[src/iemb_params.svh]
// Purpose: constants of the interrupt enable mask bank
// Assumes: included by bare name from package and modules
// Notes: addresses are byte offsets on the register bus
`ifndef IEMB_PARAMS_SVH
`define IEMB_PARAMS_SVH

// ==========================================
// bank shape
`define IEMB_NREG 5
`define IEMB_NSRC 80
`define IEMB_ADDR_W 8

// ==========================================
// register offsets
`define IEMB_ENABLE_BASE 8'h00
`define IEMB_FLAG_BASE 8'h20
`define IEMB_REQ_BASE 8'h40
`define IEMB_LEVEL_OFS 8'h60

// ==========================================
// implemented bit masks, one per register
`define IEMB_IMPL0 16'h7fff
`define IEMB_IMPL1 16'hfffb
`define IEMB_IMPL2 16'hdfff
`define IEMB_IMPL3 16'h21ff
`define IEMB_IMPL4 16'h00f6

// ==========================================
// reset values
`define IEMB_ENABLE_RST 16'h0000
`define IEMB_FLAG_RST 16'h0000
`define IEMB_LEVEL_RST 3'h0

`endif

[src/iemb_pkg.sv]
// Purpose: shared types and decode functions of the mask bank
// Assumes: iemb_params.svh holds the masks; the five-word bank size is coded here too
// Notes: bank index r, bit b is source r*16+b
`include "iemb_params.svh"

package iemb_pkg;

  // ==========================================
  // types
  typedef logic [15:0] iemb_word_t;
  typedef logic [4:0][15:0] iemb_bank_t;
  typedef enum logic [1:0] {
    IEMB_OKAY = 2'b00,
    IEMB_SLVERR = 2'b10
  } iemb_resp_e;

  // ==========================================
  // implemented bits of one register
  function automatic iemb_word_t iemb_impl(input logic [2:0] idx);
    iemb_word_t m;
    m = 16'h0000;
    case (idx)
      3'h0: m = `IEMB_IMPL0;
      3'h1: m = `IEMB_IMPL1;
      3'h2: m = `IEMB_IMPL2;
      3'h3: m = `IEMB_IMPL3;
      3'h4: m = `IEMB_IMPL4;
      default: m = 16'h0000;
    endcase
    return m;
  endfunction

  // {hit, index} of an address within a five-word block
  function automatic logic [3:0] iemb_sel(input logic [7:0] addr, input logic [7:0] base);
    logic [7:0] off;
    off = addr - base;
    return {(addr >= base) && (off[1:0] == 2'h0) && (off[7:2] < 6'h05), off[4:2]};
  endfunction

endpackage

[src/iemb_axil_slave.sv]
// Purpose: AXI4-Lite slave front end of the mask bank
// Assumes: one write and one read outstanding at most
// Notes: address and data accepted in either order
`timescale 1ns/1ps
`default_nettype none
`include "iemb_params.svh"

module iemb_axil_slave
  import iemb_pkg::*;
(
  input wire logic aclk,
  input wire logic aresetn,
  input wire logic awvalid,
  output logic awready,
  input wire logic [`IEMB_ADDR_W-1:0] awaddr,
  input wire logic wvalid,
  output logic wready,
  input wire logic [31:0] wdata,
  input wire logic [3:0] wstrb,
  output logic bvalid,
  input wire logic bready,
  output logic [1:0] bresp,
  input wire logic arvalid,
  output logic arready,
  input wire logic [`IEMB_ADDR_W-1:0] araddr,
  output logic rvalid,
  input wire logic rready,
  output logic [31:0] rdata,
  output logic [1:0] rresp,
  output logic wr_en,
  output logic [`IEMB_ADDR_W-1:0] wr_addr,
  output logic [15:0] wr_data,
  output logic [1:0] wr_strb,
  input wire logic wr_err,
  output logic rd_en,
  output logic [`IEMB_ADDR_W-1:0] rd_addr,
  input wire logic [31:0] rd_data,
  input wire logic rd_err
);

  // ==========================================
  // state
  logic aw_hold_reg, aw_hold_next, w_hold_reg, w_hold_next;
  logic [`IEMB_ADDR_W-1:0] awaddr_reg, awaddr_next;
  logic [15:0] wdata_reg, wdata_next;
  logic [1:0] wstrb_reg, wstrb_next;
  logic bvalid_reg, bvalid_next, rvalid_reg, rvalid_next;
  iemb_resp_e bresp_reg, bresp_next, rresp_reg, rresp_next;
  logic [31:0] rdata_reg, rdata_next;

  // ==========================================
  // handshakes
  assign awready = !aw_hold_reg;
  assign wready = !w_hold_reg;
  assign arready = !rvalid_reg;
  assign wr_en = aw_hold_reg && w_hold_reg && !bvalid_reg;
  assign wr_addr = awaddr_reg;
  assign wr_data = wdata_reg;
  assign wr_strb = wstrb_reg;
  assign rd_en = arvalid && !rvalid_reg;
  assign rd_addr = araddr;
  assign bvalid = bvalid_reg;
  assign bresp = bresp_reg;
  assign rvalid = rvalid_reg;
  assign rdata = rdata_reg;
  assign rresp = rresp_reg;

  always_comb begin
    aw_hold_next = aw_hold_reg;
    w_hold_next = w_hold_reg;
    awaddr_next = awaddr_reg;
    wdata_next = wdata_reg;
    wstrb_next = wstrb_reg;
    bvalid_next = bvalid_reg;
    bresp_next = bresp_reg;
    rvalid_next = rvalid_reg;
    rresp_next = rresp_reg;
    rdata_next = rdata_reg;
    if (wr_en) begin
      aw_hold_next = 1'b0;
      w_hold_next = 1'b0;
      bvalid_next = 1'b1;
      bresp_next = wr_err ? IEMB_SLVERR : IEMB_OKAY;
    end else if (bvalid_reg && bready) begin
      bvalid_next = 1'b0;
    end
    if (awvalid && !aw_hold_reg) begin
      aw_hold_next = 1'b1;
      awaddr_next = awaddr;
    end
    if (wvalid && !w_hold_reg) begin
      w_hold_next = 1'b1;
      wdata_next = wdata[15:0];
      wstrb_next = wstrb[1:0];
    end
    if (rd_en) begin
      rvalid_next = 1'b1;
      rdata_next = rd_err ? 32'h0000_0000 : rd_data;
      rresp_next = rd_err ? IEMB_SLVERR : IEMB_OKAY;
    end else if (rvalid_reg && rready) begin
      rvalid_next = 1'b0;
    end
  end

  always_ff @(posedge aclk) begin
    if (!aresetn) begin
      aw_hold_reg <= 1'b0;
      w_hold_reg <= 1'b0;
      awaddr_reg <= 8'h00;
      wdata_reg <= 16'h0000;
      wstrb_reg <= 2'h0;
      bvalid_reg <= 1'b0;
      bresp_reg <= IEMB_OKAY;
      rvalid_reg <= 1'b0;
      rresp_reg <= IEMB_OKAY;
      rdata_reg <= 32'h0000_0000;
    end else begin
      aw_hold_reg <= aw_hold_next;
      w_hold_reg <= w_hold_next;
      awaddr_reg <= awaddr_next;
      wdata_reg <= wdata_next;
      wstrb_reg <= wstrb_next;
      bvalid_reg <= bvalid_next;
      bresp_reg <= bresp_next;
      rvalid_reg <= rvalid_next;
      rresp_reg <= rresp_next;
      rdata_reg <= rdata_next;
    end
  end

endmodule

`default_nettype wire

[src/iemb_gate.sv]
// Purpose: masks flags with enables and priorities, finds top level
// Assumes: priority fields come from the priority registers outside
// Notes: one cycle from inputs to registered outputs
`timescale 1ns/1ps
`default_nettype none
`include "iemb_params.svh"

module iemb_gate
  import iemb_pkg::*;
(
  input wire logic aclk,
  input wire logic aresetn,
  input wire logic [`IEMB_NSRC-1:0] flag_bits,
  input wire logic [`IEMB_NSRC-1:0] enable_bits,
  input wire logic [3*`IEMB_NSRC-1:0] prio_level,
  output logic [`IEMB_NSRC-1:0] req_reg,
  output logic [2:0] level_reg,
  output logic any_reg
);

  logic [`IEMB_NSRC-1:0] req_next, prio_nz;
  logic [2:0] level_next;
  logic any_next;

  // ==========================================
  // masking and level search
  always_comb begin
    level_next = `IEMB_LEVEL_RST;
    for (int i = 0; i < `IEMB_NSRC; i++) begin
      prio_nz[i] = |prio_level[3*i +: 3];
      req_next[i] = flag_bits[i] && enable_bits[i] && prio_nz[i];
      if (req_next[i] && (prio_level[3*i +: 3] > level_next)) begin
        level_next = prio_level[3*i +: 3];
      end
    end
    any_next = |req_next;
  end

  always_ff @(posedge aclk) begin
    if (!aresetn) begin
      req_reg <= '0;
      level_reg <= `IEMB_LEVEL_RST;
      any_reg <= 1'b0;
    end else begin
      req_reg <= req_next;
      level_reg <= level_next;
      any_reg <= any_next;
    end
  end
endmodule

`default_nettype wire

[src/iemb_top.sv]
// Purpose: interrupt enable mask bank with flags behind AXI4-Lite
// Assumes: source pulses and priority fields synchronous to aclk
// Notes: requests reach the arbiter one cycle after the flag
//
// How it works
// - a set enable bit passes its source's request, a clear bit blocks it
// - all implemented enable bits clear to zero at reset
// - unimplemented bit positions ignore writes and read zero
// - implemented enable bits read back the value last written
// - register 0 bits 2..0 gate compare 1, capture 1, external pin 0
// - register 1 bits 15..8 gate uart2 tx/rx, pin 2, timers 5/4, compares, dma 2
// - register 1 bits 7..3 captures 8/7, adc2, pin 1, pin change; 2 absent; i2c1
// - register 2 bits 15..8 timer 6, dma 4, bit 13 absent, compares 8..5, capture 6
// - register 2 bits 7..0 captures 5..3, dma 3, can1 event/rx, spi2 event/error
// - register 3 bits 15-14 and 12-9 absent; dma 5 and can2 event kept
// - register 3 bits 7..0 can2 rx, pins 4/3, timers 9/8, i2c2, timer 7
// - register 4 upper byte, bits 3, 0 absent; can tx, dma 7/6, uart errors
// - each source flag reads one once its request occurred
// - a zero priority field blocks the source even when enabled
// - priority seven is highest, one is lowest
`timescale 1ns/1ps
`default_nettype none
`include "iemb_params.svh"

module iemb_top
  import iemb_pkg::*;
(
  input wire logic aclk,
  input wire logic aresetn,
  input wire logic s_axi_awvalid,
  output logic s_axi_awready,
  input wire logic [`IEMB_ADDR_W-1:0] s_axi_awaddr,
  input wire logic s_axi_wvalid,
  output logic s_axi_wready,
  input wire logic [31:0] s_axi_wdata,
  input wire logic [3:0] s_axi_wstrb,
  output logic s_axi_bvalid,
  input wire logic s_axi_bready,
  output logic [1:0] s_axi_bresp,
  input wire logic s_axi_arvalid,
  output logic s_axi_arready,
  input wire logic [`IEMB_ADDR_W-1:0] s_axi_araddr,
  output logic s_axi_rvalid,
  input wire logic s_axi_rready,
  output logic [31:0] s_axi_rdata,
  output logic [1:0] s_axi_rresp,
  input wire logic [`IEMB_NSRC-1:0] src_pulse,
  input wire logic [3*`IEMB_NSRC-1:0] prio_level,
  output logic [`IEMB_NSRC-1:0] irq_enable,
  output logic [`IEMB_NSRC-1:0] irq_req,
  output logic [2:0] irq_level,
  output logic irq_any
);

  // ==========================================
  // bus front end
  logic wr_en, wr_err, rd_en, rd_err;
  logic [`IEMB_ADDR_W-1:0] wr_addr, rd_addr;
  logic [15:0] wr_data;
  logic [1:0] wr_strb;
  logic [31:0] rd_data;

  iemb_axil_slave u_slave (
    .aclk(aclk),
    .aresetn(aresetn),
    .awvalid(s_axi_awvalid),
    .awready(s_axi_awready),
    .awaddr(s_axi_awaddr),
    .wvalid(s_axi_wvalid),
    .wready(s_axi_wready),
    .wdata(s_axi_wdata),
    .wstrb(s_axi_wstrb),
    .bvalid(s_axi_bvalid),
    .bready(s_axi_bready),
    .bresp(s_axi_bresp),
    .arvalid(s_axi_arvalid),
    .arready(s_axi_arready),
    .araddr(s_axi_araddr),
    .rvalid(s_axi_rvalid),
    .rready(s_axi_rready),
    .rdata(s_axi_rdata),
    .rresp(s_axi_rresp),
    .wr_en(wr_en),
    .wr_addr(wr_addr),
    .wr_data(wr_data),
    .wr_strb(wr_strb),
    .wr_err(wr_err),
    .rd_en(rd_en),
    .rd_addr(rd_addr),
    .rd_data(rd_data),
    .rd_err(rd_err)
  );

  // ==========================================
  // byte lane merge
  function automatic iemb_word_t lane_merge(input iemb_word_t old_w, input iemb_word_t new_w,
                                            input logic [1:0] strb);
    return {strb[1] ? new_w[15:8] : old_w[15:8], strb[0] ? new_w[7:0] : old_w[7:0]};
  endfunction

  // ==========================================
  // enable and flag banks
  iemb_bank_t enable_reg, enable_next, flag_reg, flag_next, src_bank, impl_bank;
  logic [3:0] wr_en_sel, wr_fl_sel;
  logic [2:0] level_w;
  logic any_w;
  logic [`IEMB_NSRC-1:0] req_w;

  assign src_bank = src_pulse;

  always_comb begin
    for (int r = 0; r < `IEMB_NREG; r++) begin
      impl_bank[r] = iemb_impl(r[2:0]);
    end
  end

  always_comb begin
    enable_next = enable_reg;
    flag_next = flag_reg;
    wr_en_sel = iemb_sel(wr_addr, `IEMB_ENABLE_BASE);
    wr_fl_sel = iemb_sel(wr_addr, `IEMB_FLAG_BASE);
    wr_err = !(wr_en_sel[3] || wr_fl_sel[3]);
    if (wr_en && wr_en_sel[3]) begin
      enable_next[wr_en_sel[2:0]] = lane_merge(enable_reg[wr_en_sel[2:0]], wr_data, wr_strb)
                                    & impl_bank[wr_en_sel[2:0]];
    end else if (wr_en && wr_fl_sel[3]) begin
      flag_next[wr_fl_sel[2:0]] = lane_merge(flag_reg[wr_fl_sel[2:0]], wr_data, wr_strb)
                                  & impl_bank[wr_fl_sel[2:0]];
    end
    for (int r = 0; r < `IEMB_NREG; r++) begin
      flag_next[r] = flag_next[r] | (src_bank[r] & impl_bank[r]);
    end
  end

  always_ff @(posedge aclk) begin
    if (!aresetn) begin
      for (int r = 0; r < `IEMB_NREG; r++) begin
        enable_reg[r] <= `IEMB_ENABLE_RST;
        flag_reg[r] <= `IEMB_FLAG_RST;
      end
    end else begin
      enable_reg <= enable_next;
      flag_reg <= flag_next;
    end
  end

  assign irq_enable = enable_reg;

  // ==========================================
  // masking toward arbitration
  iemb_gate u_gate (
    .aclk(aclk),
    .aresetn(aresetn),
    .flag_bits(flag_reg),
    .enable_bits(enable_reg),
    .prio_level(prio_level),
    .req_reg(req_w),
    .level_reg(level_w),
    .any_reg(any_w)
  );

  assign irq_req = req_w;
  assign irq_level = level_w;
  assign irq_any = any_w;

  // ==========================================
  // read decode
  logic [3:0] rd_en_sel, rd_fl_sel, rd_rq_sel;
  iemb_bank_t req_bank;

  assign req_bank = req_w;

  always_comb begin
    rd_en_sel = iemb_sel(rd_addr, `IEMB_ENABLE_BASE);
    rd_fl_sel = iemb_sel(rd_addr, `IEMB_FLAG_BASE);
    rd_rq_sel = iemb_sel(rd_addr, `IEMB_REQ_BASE);
    rd_data = 32'h0000_0000;
    rd_err = 1'b0;
    if (rd_en_sel[3]) begin
      rd_data = {16'h0000, enable_reg[rd_en_sel[2:0]]};
    end else if (rd_fl_sel[3]) begin
      rd_data = {16'h0000, flag_reg[rd_fl_sel[2:0]]};
    end else if (rd_rq_sel[3]) begin
      rd_data = {16'h0000, req_bank[rd_rq_sel[2:0]]};
    end else if (rd_addr == `IEMB_LEVEL_OFS) begin
      rd_data = {28'h000_0000, any_w, level_w};
    end else begin
      rd_err = 1'b1;
    end
  end

  // ==========================================
  // checks
  iemb_bank_t set_vec;
  assign set_vec = src_bank & impl_bank;
endmodule

`default_nettype wire

[config.mk]
export PLATFORM = sky130hd
export DESIGN_NAME = iemb_top
export DESIGN_NICKNAME = d
export VERILOG_FILES = /design/src/iemb_pkg.sv /design/src/iemb_axil_slave.sv /design/src/iemb_gate.sv /design/src/iemb_top.sv
export VERILOG_INCLUDE_DIRS = /design/src
export SDC_FILE = /design/constraint.sdc
export NUM_CORES = 1
export LEC_CHECK = 0
export ABC_AREA = 1
export BUFFER_PORTS_ARGS = -buffer_cell sky130_fd_sc_hd__buf_4
export CELL_PAD_IN_SITES_DETAIL_PLACEMENT = 1
export CELL_PAD_IN_SITES_GLOBAL_PLACEMENT = 1
export CORE_UTILIZATION = 37
export DETAILED_ROUTE_END_ITERATION = 8
export PLACE_DENSITY_LB_ADDON = 0.3
export SYNTH_ARGS = -nofsm -noshare
export SYNTH_HDL_FRONTEND = slang
export SYNTH_SLANG_ARGS = --single-unit
export TNS_END_PERCENT = 5
[constraint.sdc]
create_clock -name aclk -period 113.9 [get_ports aclk]
set_clock_uncertainty 0.05 [all_clocks]
set_input_delay 11.39 -clock aclk [delete_from_list [all_inputs] [get_ports aclk]]
set_output_delay 11.39 -clock aclk [all_outputs]
set_load 0.01 [all_outputs]
After elaboration in Yosys (flattened, before gate mapping) --
Memory sizes are Yosys's and may differ from the RTL's. A register that Yosys moved wholly into a read port is not among the register bits. Cells that the tools add are included.
Word-level totals: memories kept 2, flip-flop bits (word level) 310, ROM bits 256, output and inout port bits 205, word-level logic and storage cells 613, input port bits 379
Operators by class: multiplexer cells 124, $lt $le $gt $ge 97, reduce and logical (&&, ||, !) cells 356, bitwise operators 7, add/sub/neg operators 3, eq/ne operators 1
Memories:
- (name not given) | words 8, width 16, read ports 1, clocked after Yosys merged registers in 0, wr ports 0, line iemb_top.sv:128 | & impl_bank[wr_fl_sel[2:0]];
- (name not given) | words 8, width 16, read ports 1, clocked after Yosys merged registers in 1, wr ports 0, line iemb_top.sv:125 | & impl_bank[wr_en_sel[2:0]];
Operator list (number):
- $logic_and A1 B1 Y1 | 261
- $mux W3 | 82
- $bmux W16 S3 | 5
- $reduce_or A3 Y1 | 80
- $gt A3 B3 Y1 | 79
- $mux W16 | 13
- $bwmux W80 | 2
- $mux W80 | 2
- $demux W16 S3 | 2
- $reduce_or A80 Y1 | 1
- $and A16 B16 Y16 | 2
- $mux W8 | 4
- $or A16 B16 Y16 | 2
- $lt A6 B3 Y1 const B | 5
- $lt A3 B4 Y1 const B | 5
- $ge A8 B1 Y1 const B | 2
- $ge A8 B6 Y1 const B | 2
- $or A16 B14 Y16 | 1
- $or A16 B15 Y16 | 1
- $or A16 B8 Y16 | 1
- $sub A8 B6 Y8 const B | 2
- $mux W1 | 11
- $logic_not A2 Y1 | 5
- $eq A8 B7 Y1 const B | 1
- other kinds (9) | 17

Logic depth before layout (Yosys ltp) --
Gate-level depths: netlist (run 1).
depth in word-level cells 241, depth in mapped cells 605, mapped depth without buffers 605

Hierarchy --
A second synthesis (run 1) with hierarchy kept.
Unflattened totals: cell total of the unflattened synthesis 3771, area total of the unflattened synthesis 23282.3 um^2
By module, submodules not included:
- iemb_gate | sequential area each 1681.6 um^2, area an instance 10486.3 um^2, cells each 1779, instances 1
- iemb_top | sequential area each 3203.1 um^2, area an instance 10119.7 um^2, cells each 1598, instances 1
- iemb_axil_slave | sequential area each 1281.2 um^2, area an instance 2676.3 um^2, cells each 394, instances 1

Worst setup path after synthesis (run 1) --
Ideal clock, no wire load.
kind in2reg, start in prio_level[0], end reg u_gate.level_reg[2], path slack 24.086 ns, path buffers 0, stages 529, data required time 113.734 ns, arrival 89.648 ns, library setup time 0.116 ns, cell sequence inv_1 -> a31oi_1 -> inv_1 -> nor2_1 -> ha_1 -> nand3_1 -> nand3_4 -> nor2_4 -> nand2_1 -> o21a_1 -> ha_1 -> o21ai_0 -> nand3_1 -> nand3_2 -> nand2_2 -> o21a_1 -> ha_1 -> or2_2 -> [... 493 more ...] -> a21oi_1 -> nand2_2 -> nand3_1 -> nand2_1 -> nand2_1 -> ha_1 -> nand2_1 -> o21ai_0 -> nand3_1 -> inv_1 -> nand2_1 -> and2_1 -> ha_1 -> nand2_1 -> o21ai_0 -> nand3_1 -> o211ai_1 -> inv_1
Between the ends: word-level cells in the longest chain between the ends 241, elaborated cells on any way between the ends 242, classes of those cells 80 x order compare; 80 x mux; 82 x reduce/logical
RTL lines:
- start, declared | line iemb_top.sv:48 | input wire logic [3*`IEMB_NSRC-1:0] prio_level,
- branches (longest 3 deep; another with $gt A3 B1 Y1)
- $mux W3 * | line iemb_gate.sv:32 | if (req_next[i] && (prio_level[3*i +: 3] > level_next)) begin
- $gt A3 B3 Y1 | line iemb_gate.sv:32
- $logic_and A1 B1 Y1 | line iemb_gate.sv:32
- $mux W3 * | line iemb_gate.sv:32
- $gt A3 B3 Y1 | line iemb_gate.sv:32
- $logic_and A1 B1 Y1 | line iemb_gate.sv:32
- $mux W3 * | line iemb_gate.sv:32
- [... 223 more ...]
- $logic_and A1 B1 Y1 | line iemb_gate.sv:32
- $mux W3 * | line iemb_gate.sv:32
- $gt A3 B3 Y1 | line iemb_gate.sv:32
- $logic_and A1 B1 Y1 | line iemb_gate.sv:32
- $mux W3 * | line iemb_gate.sv:32
- $gt A3 B3 Y1 | line iemb_gate.sv:32
- $logic_and A1 B1 Y1 | line iemb_gate.sv:32
- $mux W3 * | line iemb_gate.sv:32
- end signal, assigned | line iemb_gate.sv:42 | level_reg <= `IEMB_LEVEL_RST;
- end signal, assigned | line iemb_gate.sv:46 | level_reg <= level_next;
- end, declared | line iemb_gate.sv:17 | output logic [2:0] level_reg,
Every way passes the cells marked *. A chain may end at the register's enable or synchronous reset.

Worst setup path after layout (run 1) --
start in prio_level[0], end reg u_gate.level_reg[0]
The elaborated chain is that of the path after synthesis.

==> flow_summary.json, run 1 <==
{
  "place_hpwl_um": 95830,
  "yosysWarningCount": 0,
  "cpMostUsedCell": "nand2_1",
  "crit_type": "in -> reg",
  "ys.flop_type": "dfxtp_1",
  "power_frac_comb_pct": 22.0,
  "drt_wl_total_um": 118600,
  "use_met2_pct": 58.83,
  "synthArstFlopShare_pct": 0,
  "grt_pass1_vias": 26770,
  "maxCapViolCount": 0,
  "core_area_sq_um": 57810,
  "synth_compound_area_share_pct": 28.89,
  "ant_nets": 0,
  "rows": 88,
  "worst_slack_ns": 12.36,
  "max_stage_delay_ns": 0.46,
  "p_int_w": 0.0002144,
  "synth-seq-cells": 297,
  "layout-drive-gt1-share_pct": 18.29,
  "cp_num_buf_inv": 63,
  "syn_avg_cell_area_sq_um": 6.162,
  "cts-root-buf": "clkbuf_16",
  "ctsHoldBuffers": 0,
  "final_common_cell": "nand2_1",
  "status": "complete, no violations",
  "clk_path_buf_depth": 3,
  "synth_top_family_by_area": "compound AO/OA/AOI/OAI gates",
  "crit_fanout": 6,
  "power_switching_w": 0.00009839,
  "finalNetCount": 4474,
  "hold_path_class": "reg -> reg",
  "post-route-period-util_pct": 89.15,
  "dr.pass1.iters": 5,
  "synth_edf_count": 0,
  "initial_core_util_pct": 37.59,
  "numCtsBuffers": 37,
  "p_clk_share_pct": 42.0,
  "grt_most_used_layer": "met2",
  "fill_cells": 7858,
  "critPathLaunchType": "input port",
  "slowest_stage": "o21ai_0",
  "stdcell_count": 4795,
  "muxShareOfSynthArea_pct": 0,
  "swShare_pct": 31.46,
  "post-cts-setup-buffers": 0,
  "powerDensity_nw_per_um2": 11.29,
  "die_w_um": 244.3,
  "antenna_found_initial": 1,
  "yosysSeqAreaShare_pct": 27.37,
  "seqPwrFrac_pct": 35.9,
  "met1_usage_pct": 48.43,
  "whs_ns": 0.4369,
  "clock.fmax_mhz": 9.848,
  "cts_num_sinks": 297,
  "syn_to_final_growth_pct": 27.54,
  "synthXorXnorAreaFrac_pct": 0.04031,
  "diodes": 0,
  "synth.distinct_cells": 48,
  "viasPerCell": 5.744,
  "yosys.area_share.simple_pct": 24.98,
  "gp_congestion": 1.001,
  "clk_pin_slew_ns": 0.05,
  "cts_tree": "done",
  "worstMarginPinSlew_ns": 1.387,
  "dp_cells": 4728,
  "synth_cells": 3526,
  "pre_cts_ws_ns": 12.35,
  "fin_crit_ns": 101.54,
  "clkLatencyLatePin_ns": 0.57,
  "grt_use_met3_pct": 9.109,
  "num_vias": 27540,
  "fp.dieH_um": 244.3,
  "io_pins": 584,
  "grt_max_degree": 113,
  "finalSetupViolations": 0,
  "grt.total_usage_pct": 38.29,
  "grt_pass1_wl_um": 170300,
  "crit_required_ns": 114.30,
  "cp_top_family": "compound AO/OA/AOI/OAI gates",
  "utilization_pct": 47.94,
  "cp_data_arrival_time_ns": 101.94,
  "power_leakage_nw": 13.64,
  "cts_resized": 0,
  "final_cell_mix": "nand2_1, inv_1, buf_4",
  "tns_ns": 0,
  "h-tree-depth": 2,
  "slew_viol_final": 0,
  "end_kind": "flop",
  "maxSlewHeadroom_pct": 6.725,
  "hold_viol_final": 0,
  "fp.dieArea_sq_um": 59690,
  "drc": 0,
  "port_buffers": 528,
  "rsz0062_at_grt": "false",
  "gr-total-overflow": 0,
  "detail_route.iter0.violations": 2406,
  "peakVddDrop_v": 0.000008070,
  "wire_per_inst_um": 24.74,
  "synthAdderAreaFrac_pct": 5.356,
  "syn-cell-area_sq_um": 21730
}
[per-layer routing]
metal	wire length, um	share of wire (%)
met4	7733	6.5
met2	51220	43
met5	0	0
met1	47670	40
met3	12000	10
[kinds of logic after synthesis]
family          count (synthesis)
buf+inv                       754
compound gates               1107
other cells                     1
xor+xnor                        1
simple gates                 1273
fa+ha+maj                      93
flops                         297
[power by group through the flow]
stage	registers (W)	clock network, W	logic, W
6_report	0.000112	0.000131	0.0000689
5_1_grt	0.000112	0.000135	0.0000750
4_1_cts	0.000112	0.000132	0.0000671
3_5_place_dp	0.000114	0	0.0000666
3_3_place_gp	0.000114	0	0.0000653
2_1_floorplan	0.000112	0	0.0000384
[path summary, 6_finish.rpt]
check / from / endpoint / slack [ns] / depth (start not counted)
worst max-delay path: prio_level[0] / u_gate.level_reg[0] / 12.36 / 533
worst min-delay path: u_slave.wr_addr[6] / u_slave.wr_addr[6] / 0.44 / 2
worst max register to register: irq_enable[0] / u_gate.level_reg[0] / 22.61 / 532
worst min register to register: u_slave.wr_addr[6] / u_slave.wr_addr[6] / 0.44 / 2
[final cells by class]
cell class | instances | area (sq um) | share of cell area (%)
Clock buffer | 56 | 1160 | 4.185
Clock inverter | 11 | 183.9 | 0.6637
Inverter | 617 | 2322 | 8.380
Multi-Input combinational cell | 2492 | 12960 | 46.77
Sequential cell | 297 | 5946 | 21.46
Tap cell | 765 | 957.2 | 3.454
Timing Repair Buffer | 557 | 4182 | 15.09
[through the flow]
step           area (sq um)  total power [W]
2_1_floorplan         21790        0.0001504
3_3_place_gp          26370        0.0001794
3_5_place_dp          26370        0.0001808
4_1_cts               27710        0.0003109
5_1_grt               27710        0.0003228
6_report              27710        0.0003128
[synthesized netlist by cell type (4+ instances only)]
| master | number | share of area, % |
|---|---|---|
| o32ai_1 | 11 | 0.44 |
| o21a_1 | 37 | 1.3 |
| o21ai_0 | 386 | 8.9 |
| a31oi_1 | 89 | 2.6 |
| nand2_1 | 707 | 12 |
| nand2_2 | 49 | 1.4 |
| a21oi_1 | 386 | 8.9 |
| nand4_1 | 16 | 0.46 |
| inv_1 | 588 | 10 |
| clkbuf_1 | 116 | 2.0 |
| o211ai_1 | 26 | 0.90 |
| nor4_1 | 12 | 0.35 |
| or2_2 | 47 | 1.4 |
| inv_2 | 12 | 0.21 |
| a32o_1 | 7 | 0.32 |
| nor3_1 | 42 | 0.97 |
| a22oi_1 | 5 | 0.17 |
| nand3_1 | 193 | 4.4 |
| o21ai_1 | 8 | 0.18 |
| clkinv_1 | 16 | 0.28 |
| nor2_1 | 198 | 3.4 |
| a311oi_1 | 21 | 0.85 |
| o221ai_1 | 25 | 1.0 |
| o22ai_1 | 70 | 2.0 |
| ha_1 | 93 | 5.4 |
| a22o_1 | 4 | 0.16 |
| a211oi_1 | 5 | 0.17 |
| dfxtp_1 | 297 | 27 |
| buf_4 | 19 | 0.66 |
| a41oi_1 | 6 | 0.24 |
| o31ai_1 | 7 | 0.24 |
| o311ai_0 | 4 | 0.16 |
[worst reg2reg max path: cells and delay by family (launching register included)]
kind / cells / cell delay [ns]
compound gates: 155 / 32.21
fa+ha+maj: 79 / 22.69
buf+inv: 61 / 3.91
flops: 1 / 0.51
simple gates: 237 / 31.75
Note: power is estimated with default switching activity, not from simulation.
==> run 2: changes to the inputs <==
--- a/config.mk
+++ b/config.mk
@@ -6,11 +6,10 @@
 export SDC_FILE = /design/constraint.sdc
 export NUM_CORES = 1
 export LEC_CHECK = 0
-export ABC_AREA = 1
 export BUFFER_PORTS_ARGS = -buffer_cell sky130_fd_sc_hd__buf_4
-export CELL_PAD_IN_SITES_DETAIL_PLACEMENT = 1
-export CELL_PAD_IN_SITES_GLOBAL_PLACEMENT = 1
-export CORE_UTILIZATION = 37
+export CELL_PAD_IN_SITES_DETAIL_PLACEMENT = 2
+export CELL_PAD_IN_SITES_GLOBAL_PLACEMENT = 2
+export CORE_UTILIZATION = 31
 export DETAILED_ROUTE_END_ITERATION = 8
 export PLACE_DENSITY_LB_ADDON = 0.3
 export SYNTH_ARGS = -nofsm -noshare
==> flow_summary.json, run 2 <==
{
  "status": "complete, no violations",
  "max_stage_delay_ns": 0.47,
  "maxCapViolCount": 0,
  "layout-drive-gt1-share_pct": 23.19,
  "port_buffers": 528,
  "detail_route.iter0.violations": 2792,
  "min_path_cells": 2,
  "synthArstFlopShare_pct": 0,
  "yosysWarningCount": 0,
  "cts-root-buf": "clkbuf_16",
  "stdcell_count": 4846,
  "finalSetupViolations": 0,
  "synth.distinct_cells": 116,
  "grt.total_usage_pct": 36.53,
  "synth.most_common_cell": "nor2_1",
  "critPathLaunchType": "input port",
  "grt_pass1_vias": 30490,
  "end_kind": "flop",
  "final_common_cell": "buf_4",
  "maxSlewHeadroom_pct": 12.71,
  "synth_area_leaders": "dfxtp_1, nor2_1, nand2_1, mux4_2, a21oi_1",
  "clk_path_buf_depth": 3,
  "yosysSeqAreaShare_pct": 24.26,
  "slew_viol_final": 0,
  "hold_viol_final": 0,
  "syn-cell-area_sq_um": 24510,
  "wl_met2_um": 67450,
  "final_cell_mix": "buf_4, nor2_1, nand2_1",
  "top_layer": "met5",
  "synth_top_area_share_pct": 24.26,
  "dp_cells": 4752,
  "p_total_w": 0.0002951,
  "power_leakage_nw": 13.30,
  "gp_congestion": 0.9997,
  "place_hpwl_um": 123400,
  "m1WireLength_um": 59090,
  "synth-seq-cells": 297,
  "cp_data_arrival_time_ns": 109.12,
  "synth_top_area_cell": "dfxtp_1",
  "grt_pass1_wl_um": 215900,
  "h-tree-depth": 2,
  "io_pins": 584,
  "drc": 0,
  "hold_path_class": "reg -> reg",
  "gr-total-overflow": 0,
  "worstRegToRegCells": 489,
  "num_vias": 30100,
  "synth_commonest_cells": "nor2_1, nand2_1, dfxtp_1",
  "worstMarginPinSlew_ns": 1.297,
  "fin_crit_ns": 108.70,
  "dr_wl_met3_um": 14050,
  "cpMostUsedCell": "nor2_1",
  "utilization_pct": 40.18,
  "clk_pin_slew_ns": 0.06,
  "rows": 102,
  "syn_to_final_growth_pct": 27.61,
  "die_w_um": 283.2,
  "synth_edf_count": 0,
  "cts_tree": "done",
  "numCtsBuffers": 38,
  "post-route-period-util_pct": 95.43,
  "crit_required_ns": 114.32,
  "ant_nets": 0,
  "fp.dieArea_sq_um": 80190,
  "wire_per_inst_um": 31.61,
  "viasPerCell": 6.211,
  "slowest_stage": "or3b_2",
  "dr.pass1.iters": 7,
  "peakVddDrop_v": 0.000008469,
  "drt_wl_total_um": 153200,
  "crit_fanout": 7,
  "core_area_sq_um": 77850,
  "grt_max_degree": 74,
  "cts_num_sinks": 297,
  "powerDensity_nw_per_um2": 9.435,
  "antenna_found_initial": 39,
  "ctsHoldBuffers": 0,
  "clock.fmax_mhz": 9.200,
  "clkLatencyLatePin_ns": 0.60,
  "finalNetCount": 4233,
  "synth_cells": 3257,
  "ys.flop_type": "dfxtp_1",
  "fp.dieH_um": 283.2,
  "initial_core_util_pct": 31.48,
  "crit_type": "in -> reg",
  "syn_avg_cell_area_sq_um": 7.525
}
[run 2: cell types whose count changed after synthesis, moves of 59 or more]
cell / previous run / this run
nand2_1: 707 / 413
and3_1: 1 / 60
and2_1: 2 / 78
o21ai_0: 386 / 126
inv_1: 588 / 167
mux4_2: 0 / 64
nand3_1: 193 / 105
a211oi_1: 5 / 87
nor2_1: 198 / 469
a21oi_1: 386 / 282
[run 2: logic make-up (layout without fill, tap and decap cells)]
group / Yosys count / after routing / share of synthesized area, %
buffers and inverters: 308 / 824 / 5.003
other: 1 / 34 / 0.01530
xor gates and xnor gates: 2 / 2 / 0.07149
and+or+nand+nor: 1369 / 1369 / 25.55
AOI/OAI and AO/OA: 1003 / 1003 / 29.50
DFF: 297 / 297 / 24.26
muxes: 132 / 132 / 8.730
adders and majority gates: 145 / 145 / 6.872
[run 2: final cells by class]
| cell class | instances | area (sq um) |
|---|---|---|
| fillers | 9113 | 46570 |
| multi-input cells | 2669 | 17630 |
| flip-flops and latches | 297 | 5949 |
| repair buffers | 586 | 4399 |
| well taps | 1040 | 1301 |
| clock buffers | 56 | 1120 |
| inverters | 169 | 641.9 |
| clock inverters | 13 | 191.4 |
| diodes | 16 | 40.04 |
[run 2: final timing paths]
| path | end | slack [ns] | startpoint |
|---|---|---|---|
| hold reg to reg | u_slave.wr_data[2] | 0.41 | u_slave.wr_data[2] |
| hold / removal | u_slave.wr_data[2] | 0.41 | u_slave.wr_data[2] |
| setup / recovery | u_gate.level_reg[1] | 5.20 | prio_level[2] |
| setup reg to reg | u_gate.level_reg[1] | 15.43 | flag_reg[0] |
[run 2: metrics by stage]
stage	worst slack (ns)	TNS, ns	hold slack [ns]	area (sq um)
2_1_floorplan	14.72	0	0.3812	24570
3_3_place_gp	4.624	0	0.3907	29650
3_5_place_dp	1.742	0	0.4031	29650
5_1_grt	-0.9396	-2.764	0.4286	31260
6_report	5.203	0	0.4084	31280
4_1_cts	1.792	0	0.4116	30960
[run 2: what timing repair did]
item	in CTS	in global routing
setup endpoints to repair	0	3
buffers inserted	0	9
gates resized for setup	0	55
[run 2: where the power goes]
part / internal, W / switching (W) / leakage, nW
clock network: 0.0000776 / 0.0000535 / 0.636
logic: 0.0000198 / 0.0000309 / 10.2
registers: 0.000107 / 0.00000654 / 2.42
total: 0.000204 / 0.0000909 / 13.3
[run 2: critical path: cells and delay by family]
kind                       cells  cell delay, ns
adders and majority gates    129           39.04
AOI/OAI and AO/OA            190           35.48
and+or+nand+nor              144           18.22
muxes                         11            3.60
buffers and inverters         16            1.25
[run 2: per-layer routing]
layer / global-route usage [%] / vias up
met5: 0 / -
met4: 25.91 / 30
met3: 10.10 / 495
met2: 56.79 / 1495
met1: 43.37 / 15070
li1: - / 13010
